[config.mk]
export PLATFORM = sky130hd
export DESIGN_NAME = lcd_display_ram_loader
export DESIGN_NICKNAME = d
export VERILOG_FILES = /design/src/lcd_ram_loader_pkg.sv /design/src/lcd_display_ram_loader.sv
export SDC_FILE = /design/constraint.sdc
export NUM_CORES = 1
export LEC_CHECK = 0
export BUFFER_PORTS_ARGS = -buffer_cell sky130_fd_sc_hd__buf_4
export CORE_MARGIN = 3
export CORE_UTILIZATION = 57
export DETAILED_ROUTE_END_ITERATION = 10
export GPL_TIMING_DRIVEN = 0
export MAX_ROUTING_LAYER = met4
export PLACE_DENSITY = 0.74
export SLEW_MARGIN = 15
export SYNTH_ARGS = -nofsm -noshare
export SYNTH_HDL_FRONTEND = slang
export SYNTH_SLANG_ARGS = --single-unit
[constraint.sdc]
create_clock -name clk_i -period 5.7 [get_ports clk_i]
set_input_delay 0.285 -clock clk_i [delete_from_list [all_inputs] [get_ports clk_i]]
set_output_delay 0.285 -clock clk_i [all_outputs]
set_load 0.05 [all_outputs]
[src/lcd_ram_loader_pkg.sv]
/*
  constants for the lcd display ram loader: bus pattern, control byte
  codes, memory geometry, pointer behaviour and scan timing.
  assumes a 200 MHz system clock.
*/
package lcd_ram_loader_pkg;
  localparam int COLS = 44;
  localparam int ROWS = 4;
  localparam int PTR_W = 6;
  localparam logic [PTR_W-1:0] PTR_RST = 6'h00;
  localparam logic [PTR_W-1:0] PTR_END = 6'h2C;
  localparam logic [6:0] PTR_STEP = 7'h02;
  localparam logic [5:0] ADDR_PATTERN = 6'h1C;
  localparam int CO_BIT = 7;
  localparam int SEL_HI = 6;
  localparam int SEL_LO = 5;
  localparam logic [1:0] SEL_CMD = 2'h0;
  localparam logic [1:0] SEL_RAM = 2'h1;
  localparam logic [3:0] BITS_BYTE = 4'h8;
  localparam logic [3:0] BITS_ACK = 4'h9;
  localparam int FIFO_DEPTH = 8;
  localparam int FIFO_WIDTH = 9;
  localparam int CLK_PERIOD_NS = 5;
  localparam int ROW_TIME_NS = 1000000;
  localparam int ROW_CYCLES = ROW_TIME_NS / CLK_PERIOD_NS;
endpackage : lcd_ram_loader_pkg

[src/lcd_display_ram_loader.sv]
/*
  i2c target write path, byte fifo, 44 x 4 display ram with auto
  incrementing pointer, display register and row scan outputs.
  assumes scl/sda/address select arrive asynchronously; pointer load
  comes from an external command decoder on clk_i.
*/
`timescale 1ns/10ps

module lcd_byte_fifo #(
  parameter int WIDTH = 9,
  parameter int DEPTH = 8
) (
  // clock and reset
  input wire logic clk_i,
  input wire logic rst_b_i,
  // fill side
  input wire logic in_valid_i,
  output logic in_ready_o,
  input wire logic [WIDTH-1:0] in_data_i,
  // drain side
  output logic out_valid_o,
  input wire logic out_ready_i,
  output logic [WIDTH-1:0] out_data_o
);
  localparam int AW = $clog2(DEPTH);
  logic [WIDTH-1:0] mem_ff [DEPTH];
  logic [AW:0] wr_ff;
  logic [AW:0] rd_ff;
  wire full = (wr_ff[AW-1:0] == rd_ff[AW-1:0]) && (wr_ff[AW] != rd_ff[AW]);
  wire empty = (wr_ff == rd_ff);
  wire push = in_valid_i && !full;
  wire pop = out_ready_i && !empty;

  assign in_ready_o = !full;
  assign out_valid_o = !empty;
  assign out_data_o = mem_ff[rd_ff[AW-1:0]];

  always_ff @(posedge clk_i) begin
    if (push) begin
      mem_ff[wr_ff[AW-1:0]] <= in_data_i;
    end
  end

  always_ff @(posedge clk_i or negedge rst_b_i) begin
    if (!rst_b_i) begin
      wr_ff <= '0;
      rd_ff <= '0;
    end else begin
      if (push) wr_ff <= wr_ff + 1'b1;
      if (pop) rd_ff <= rd_ff + 1'b1;
    end
  end
endmodule : lcd_byte_fifo

module lcd_display_ram_loader #(
  parameter int ROW_DIV = lcd_ram_loader_pkg::ROW_CYCLES
) (
  // clock and reset
  input wire logic clk_i,
  input wire logic rst_b_i,
  // i2c pins
  input wire logic scl_i,
  input wire logic sda_i,
  output logic sda_o,
  output logic sda_oe_o,
  input wire logic address_select_pin_i,
  // command decoder side
  output logic [7:0] cmd_data_o,
  output logic cmd_valid_o,
  input wire logic cmd_ready_i,
  input wire logic ptr_load_i,
  input wire logic [lcd_ram_loader_pkg::PTR_W-1:0] ptr_value_i,
  // lcd drive
  output logic [lcd_ram_loader_pkg::ROWS-1:0] backplane_outputs_o,
  output logic [lcd_ram_loader_pkg::COLS-1:0] segment_outputs_o
);
  import lcd_ram_loader_pkg::*;

  typedef enum logic [2:0] {ST_IDLE, ST_ADDR, ST_CTRL, ST_DATA, ST_IGNORE} link_state_type;
  localparam int DW = $clog2(ROW_DIV);

  link_state_type state_ff, nxt_state;
  logic [1:0] scl_sync_ff, sda_sync_ff, sel_sync_ff;
  logic scl_d_ff, sda_d_ff;
  logic [3:0] cnt_ff;
  logic [7:0] shift_ff;
  logic ack_ff, continue_flag_ff;
  logic [1:0] register_select_ff;
  logic [PTR_W-1:0] ptr_ff, nxt_ptr;
  logic [3:0] ram_ff [COLS];
  logic [3:0] disp_ff [COLS];
  logic [DW-1:0] div_ff;
  logic [1:0] row_ff;
  logic fifo_in_ready, fifo_valid, fifo_out_ready;
  logic [FIFO_WIDTH-1:0] fifo_data;

  // pin sampling and bus events
  wire scl_s = scl_sync_ff[1];
  wire sda_s = sda_sync_ff[1];
  wire sel_s = sel_sync_ff[1];
  wire scl_rise = scl_s && !scl_d_ff;
  wire scl_fall = !scl_s && scl_d_ff;
  wire start_det = scl_s && scl_d_ff && sda_d_ff && !sda_s;
  wire stop_det = scl_s && scl_d_ff && !sda_d_ff && sda_s;
  wire in_byte = (state_ff == ST_ADDR) || (state_ff == ST_CTRL) || (state_ff == ST_DATA);
  wire byte_done = scl_fall && (cnt_ff == BITS_BYTE) && in_byte;
  wire addr_match = (shift_ff[7:2] == ADDR_PATTERN) && (shift_ff[1] == sel_s);
  wire is_write = !shift_ff[0];
  wire sel_known = (register_select_ff == SEL_CMD) || (register_select_ff == SEL_RAM);
  wire push = byte_done && (state_ff == ST_DATA) && sel_known;
  wire give_ack = byte_done && ((state_ff == ST_ADDR) ? addr_match : !(push && !fifo_in_ready));

  always_ff @(posedge clk_i or negedge rst_b_i) begin
    if (!rst_b_i) begin
      scl_sync_ff <= 2'h3;
      sda_sync_ff <= 2'h3;
      sel_sync_ff <= 2'h0;
      scl_d_ff <= 1'b1;
      sda_d_ff <= 1'b1;
    end else begin
      scl_sync_ff <= {scl_sync_ff[0], scl_i};
      sda_sync_ff <= {sda_sync_ff[0], sda_i};
      sel_sync_ff <= {sel_sync_ff[0], address_select_pin_i};
      scl_d_ff <= scl_s;
      sda_d_ff <= sda_s;
    end
  end

  always_comb begin
    nxt_state = state_ff;
    unique case (state_ff)
      ST_IDLE, ST_IGNORE: nxt_state = state_ff;
      ST_ADDR: if (byte_done) nxt_state = !addr_match ? ST_IGNORE : is_write ? ST_CTRL : ST_IGNORE;
      ST_CTRL: if (byte_done) nxt_state = ST_DATA;
      ST_DATA: if (byte_done && continue_flag_ff) nxt_state = ST_CTRL;
    endcase
    if (start_det) nxt_state = ST_ADDR;
    else if (stop_det) nxt_state = ST_IDLE;
  end

  always_ff @(posedge clk_i or negedge rst_b_i) begin
    if (!rst_b_i) begin
      state_ff <= ST_IDLE;
      cnt_ff <= 4'h0;
      shift_ff <= 8'h00;
      ack_ff <= 1'b0;
      continue_flag_ff <= 1'b0;
      register_select_ff <= SEL_CMD;
    end else begin
      state_ff <= nxt_state;
      if (start_det || stop_det) begin
        cnt_ff <= 4'h0;
        ack_ff <= 1'b0;
      end else if (scl_rise && cnt_ff < BITS_BYTE) begin
        shift_ff <= {shift_ff[6:0], sda_s};
        cnt_ff <= cnt_ff + 4'h1;
      end else if (scl_rise && cnt_ff == BITS_BYTE) begin
        cnt_ff <= BITS_ACK;
      end else if (scl_fall && cnt_ff == BITS_ACK) begin
        cnt_ff <= 4'h0;
        ack_ff <= 1'b0;
      end else if (byte_done) begin
        ack_ff <= give_ack;
      end
      if (byte_done && state_ff == ST_CTRL) begin
        continue_flag_ff <= shift_ff[CO_BIT];
        register_select_ff <= shift_ff[SEL_HI:SEL_LO];
      end
    end
  end

  assign sda_o = 1'b0;
  assign sda_oe_o = ack_ff;

  lcd_byte_fifo #(
    .WIDTH(FIFO_WIDTH),
    .DEPTH(FIFO_DEPTH)
  ) u_fifo (
    .clk_i(clk_i),
    .rst_b_i(rst_b_i),
    .in_valid_i(push),
    .in_ready_o(fifo_in_ready),
    .in_data_i({register_select_ff == SEL_RAM, shift_ff}),
    .out_valid_o(fifo_valid),
    .out_ready_i(fifo_out_ready),
    .out_data_o(fifo_data)
  );

  wire head_ram = fifo_data[8];
  assign cmd_valid_o = fifo_valid && !head_ram;
  assign cmd_data_o = fifo_data[7:0];
  assign fifo_out_ready = head_ram ? !ptr_load_i : cmd_ready_i;
  wire ram_wr = fifo_valid && head_ram && !ptr_load_i;

  // advance by two, clamp at end
  wire [6:0] ptr_sum = {1'b0, ptr_ff} + PTR_STEP;
  wire [6:0] ptr_plus1 = {1'b0, ptr_ff} + 7'h01;
  wire [PTR_W-1:0] ptr_adv = (ptr_sum > {1'b0, PTR_END}) ? PTR_END : ptr_sum[PTR_W-1:0];
  assign nxt_ptr = ptr_load_i ? ptr_value_i : ram_wr ? ptr_adv : ptr_ff;

  always_ff @(posedge clk_i or negedge rst_b_i) begin
    if (!rst_b_i) begin
      ptr_ff <= PTR_RST;
    end else begin
      ptr_ff <= nxt_ptr;
    end
  end

  // row scan divider
  wire row_tick = (div_ff == DW'(ROW_DIV - 1));
  wire [1:0] nxt_row = row_ff + 2'h1;

  always_ff @(posedge clk_i or negedge rst_b_i) begin
    if (!rst_b_i) begin
      div_ff <= '0;
      row_ff <= 2'h0;
      backplane_outputs_o <= 4'h1;
    end else begin
      div_ff <= row_tick ? '0 : div_ff + 1'b1;
      if (row_tick) begin
        row_ff <= nxt_row;
        backplane_outputs_o <= 4'h1 << nxt_row;
      end
    end
  end

  // ram columns, no reset on ram
  for (genvar c = 0; c < COLS; c++) begin : g_col
    localparam logic [6:0] CI = 7'(c);
    // high nibble first, two columns, overflow dropped
    wire hit_hi = ram_wr && ({1'b0, ptr_ff} == CI);
    wire hit_lo = ram_wr && (ptr_plus1 == CI);
    always_ff @(posedge clk_i) begin
      if (hit_hi) ram_ff[c] <= fifo_data[7:4];
      else if (hit_lo) ram_ff[c] <= fifo_data[3:0];
    end
    always_ff @(posedge clk_i or negedge rst_b_i) begin
      if (!rst_b_i) begin
        disp_ff[c] <= 4'h0;
        segment_outputs_o[c] <= 1'b0;
      end else if (row_tick) begin
        if (nxt_row == 2'h0) disp_ff[c] <= ram_ff[c];
        segment_outputs_o[c] <= (nxt_row == 2'h0) ? ram_ff[c][0] : disp_ff[c][nxt_row];
      end
    end
  end
endmodule : lcd_display_ram_loader

==> run summary <==
crit path kind = reg -> reg
Async SR Flop Fraction = 0.535
Antenna Nets Post-Route = 0
Post-synth EDFFs = 248
#FFs+latches synth = 533
clock transition at the registers of the reported paths = 0.06 ns
GP Congestion = 0.993
fin cells = 2340
Synth warnings = 0
most frequent cells in the layout = dfrtp_1, edfxtp_1, mux2i_1
Nets = 1786
Fmax achieved = 230 MHz
Hold WS = 0.0404 ns
DR pass1 iterations = 5
clk root buf = clkbuf_16
Setup Fix Bufs, Post-CTS = 0
initial antenna violation count = 0
initial DRC count = 1212
GR Util All Layers = 0.273
static leakage = 11.2 nW
DP Wirelength = 39800 microns
remaining routing DRC violations = 0
worst slew pin tran = 1.22 ns
Max Clock Skew = 0.0183 ns
maximum fanout along the worst path = 10
Synth cell types = 70
commonest non-fill, non-tap cell in the layout = dfrtp_1
r2r setup slk = 1.34 ns
Max Cap Viol = 0
Worst Hold End = ptr_ff[2]$_DFFE_PN0P_
post-synthesis simple-gate area fraction = 0.0732
Worst Hold Depth = 4
CP arrival = 4.81 ns
Post-Syn Nets = 1648
CP Launch Type = flip-flop
period utilisation layout = 0.764
Rows = 74
worst rel slew slack = 0.177
first-pass GRT wire length = 89100 microns
sequential fraction of the synthesis area = 0.607
worst-case clock buffer depth = 3
Metal-1 WL = 25200 microns
Post-Synth Adder-Cell Area = 0.00572
crit path cell chain = clkbuf_1 > buf_2 > inv_1 > ha_1 > clkbuf_1 > clkbuf_1 > mux4_2 > mux2i_1 > o21ai_0
vias in the first global route = 14857
CP Capture Type = flip-flop
met3 wire length = 2920 microns
Cells after DPL = 2228
Power Total = 11.6 mW
Post-Route WL = 58200 microns
Area growth, synth to finish = 13.4%
port buffer count = 70
CP required = 6.16 ns
chip height = 211 microns
H-Tree Depth = 2
CP dominant cell by count = clkbuf_1
Syn Inst Count = 1624
CTS Buf Count = 54
routed length per placed instance = 24.9 microns
post-synthesis cell area = 24000 sq um
CTS tree = yes
die area = 44700 sq um
I/O pins = 72
Worst R2R Path Depth = 9
RSZ-0062 raised after global routing = false
Hold Path Class = in -> reg
core area = 41300 sq um
top sig layer = met4
starting density of the core = 0.582
vias per inst = 6.07
largest net degree at the start of global routing = 106
wire length on met2 = 28400 microns
Final min period = 4.36 ns
Via Count = 14199
critical path's slowest cell = clkbuf_1
Power Dens Cells = 425 nW/um^2
slowest stage delay, CP = 0.73 ns
Fin Setup TNS = 0 ns
CTS sink count = 533
Slew Viols, Final = 0
clk_lat worst skew = 0.61 ns
Peak VDD IR = 0.000386 V
Die Wd = 211 microns
largest family of logic cells by synthesized area = multiplexers
gr ovfl total = 0
Antenna diodes = 0
Compound-Gate Fraction of Synth Area = 0.0287
synthesized area per cell = 14.8 sq um
r2r startpoint = row_ff[0]$_DFFE_PN0N_
Synth Flop Type = dfrtp_1
fraction of layout cells with a size suffix above 1 = 0.289
multiplexer share of the synthesized area = 0.247
status = complete, no violations
hold wc startpoint = ptr_load_i
Synth Area in XOR/XNOR = 0.0109
Final Hold Viols = 0
Final setup viols = 0
Worst R2R End = segment_outputs_o[16]$_DFFE_PN0N_
## kinds of logic (layout without fill, tap and decap cells)
family,after synthesis,in the layout
AOI/OAI and AO/OA,110,110
xor gates and xnor gates,30,30
adders and majority gates,11,11
buffers and inverters,144,328
DFF,533,533
muxes,488,488
other,1,1
and+or+nand+nor,307,307
## report_power, final
group / leakage [nW] / switching, mW / total (mW) / internal, mW
sequential: 6.15 / 0.178 / 4.72 / 4.54
combinational: 4.16 / 2.27 / 3.23 / 0.957
clock: 0.906 / 1.49 / 3.65 / 2.17
total: 11.2 / 3.94 / 11.6 / 7.66
## metal layers
metal | vias up | global-route usage
met5 | - | -
met2 | 374 | 0.437
met4 | 0 | 0.0889
met1 | 7393 | 0.365
li1 | 6309 | -
met3 | 123 | 0.0408
## cell usage after synthesis, drive strengths merged, types with 2 or more instances
library cell	count	area (sq um)
and2	4	25.0
buf	62	354
dfrtp	278	6960
mux2i	232	2350
clkbuf	63	246
nand3	34	363
o31ai	3	27.5
xnor2	22	193
or3	3	18.8
mux4	62	1400
nand4b	2	23.8
o21ai	55	275
nor4b	2	23.8
edfxtp	248	7450
nor3	21	131
a211oi	3	22.5
ha	11	138
xor2	8	70.1
and4	7	61.3
nor2	76	285
mux2	194	2180
inv	18	67.6
a22o	4	35.0
and3	22	138
a22oi	18	135
o22ai	2	12.5
a21oi	10	61.3
a31oi	3	18.8
a221oi	2	17.5
nor4	7	43.8
nand4	12	120
dfstp	7	184
nor2b	8	50.1
a21o	2	15.0
nand2	92	348
nand2b	11	68.8
## sequential cells by signal, indices dropped and copies added, names as in the netlist, 6 cells and up
name / count
segment_outputs_o: 44
ram_ff: 176
disp_ff: 176
div_ff: 18
shift_ff: 8
ptr_ff: 6
u_fifo.mem_ff: 72
## how the worst max path moves through the flow
stage,startpoint,endpoint,slack [ns],depth (start not counted)
2_1_floorplan,row_ff[0]$_DFFE_PN0N_,segment_outputs_o[12]$_DFFE_PN0N_,2.94,9
3_3_place_gp,row_ff[0]$_DFFE_PN0N_,segment_outputs_o[3]$_DFFE_PN0N_,1.26,9
3_5_place_dp,row_ff[0]$_DFFE_PN0N_,segment_outputs_o[3]$_DFFE_PN0N_,1.26,9
4_1_cts,row_ff[0]$_DFFE_PN0N_,segment_outputs_o[32]$_DFFE_PN0N_,1.23,9
5_1_grt,row_ff[0]$_DFFE_PN0N_,segment_outputs_o[16]$_DFFE_PN0N_,1.09,9
6_report,row_ff[0]$_DFFE_PN0N_,segment_outputs_o[16]$_DFFE_PN0N_,1.34,9
## cell type report
type / count / area, sq um
Sequential cell: 533 / 14600
Fill cell: 2951 / 14000
Multi-Input combinational cell: 947 / 8810
Clock buffer: 75 / 1590
Timing Repair Buffer: 82 / 688
Tap cell: 532 / 666
Buffer: 125 / 601
Clock inverter: 27 / 262
Inverter: 19 / 71.3
## metrics by stage
step            util  area, sq um  setup slack, ns
2_1_floorplan      -        24000             2.94
3_3_place_gp   0.611        25200             1.26
3_5_place_dp   0.613        25300             1.26
4_1_cts        0.660        27300             1.23
5_1_grt        0.660        27300             1.09
6_report       0.660        27300             1.34
## what timing repair did
item / CTS / global route
hold buffers: 10 / 0
hold endpoints to repair: 91 / 0
resized for setup: 0 / 0
## worst max-delay path: cells and delay by family, from the launching register on
kind	cells	cell delay, ns
AOI/OAI and AO/OA	1	0.13
buffers and inverters	5	2.73
DFF	1	0.38
adders and majority gates	1	0.32
muxes	2	0.65
(Power assumes the default switching activity.)
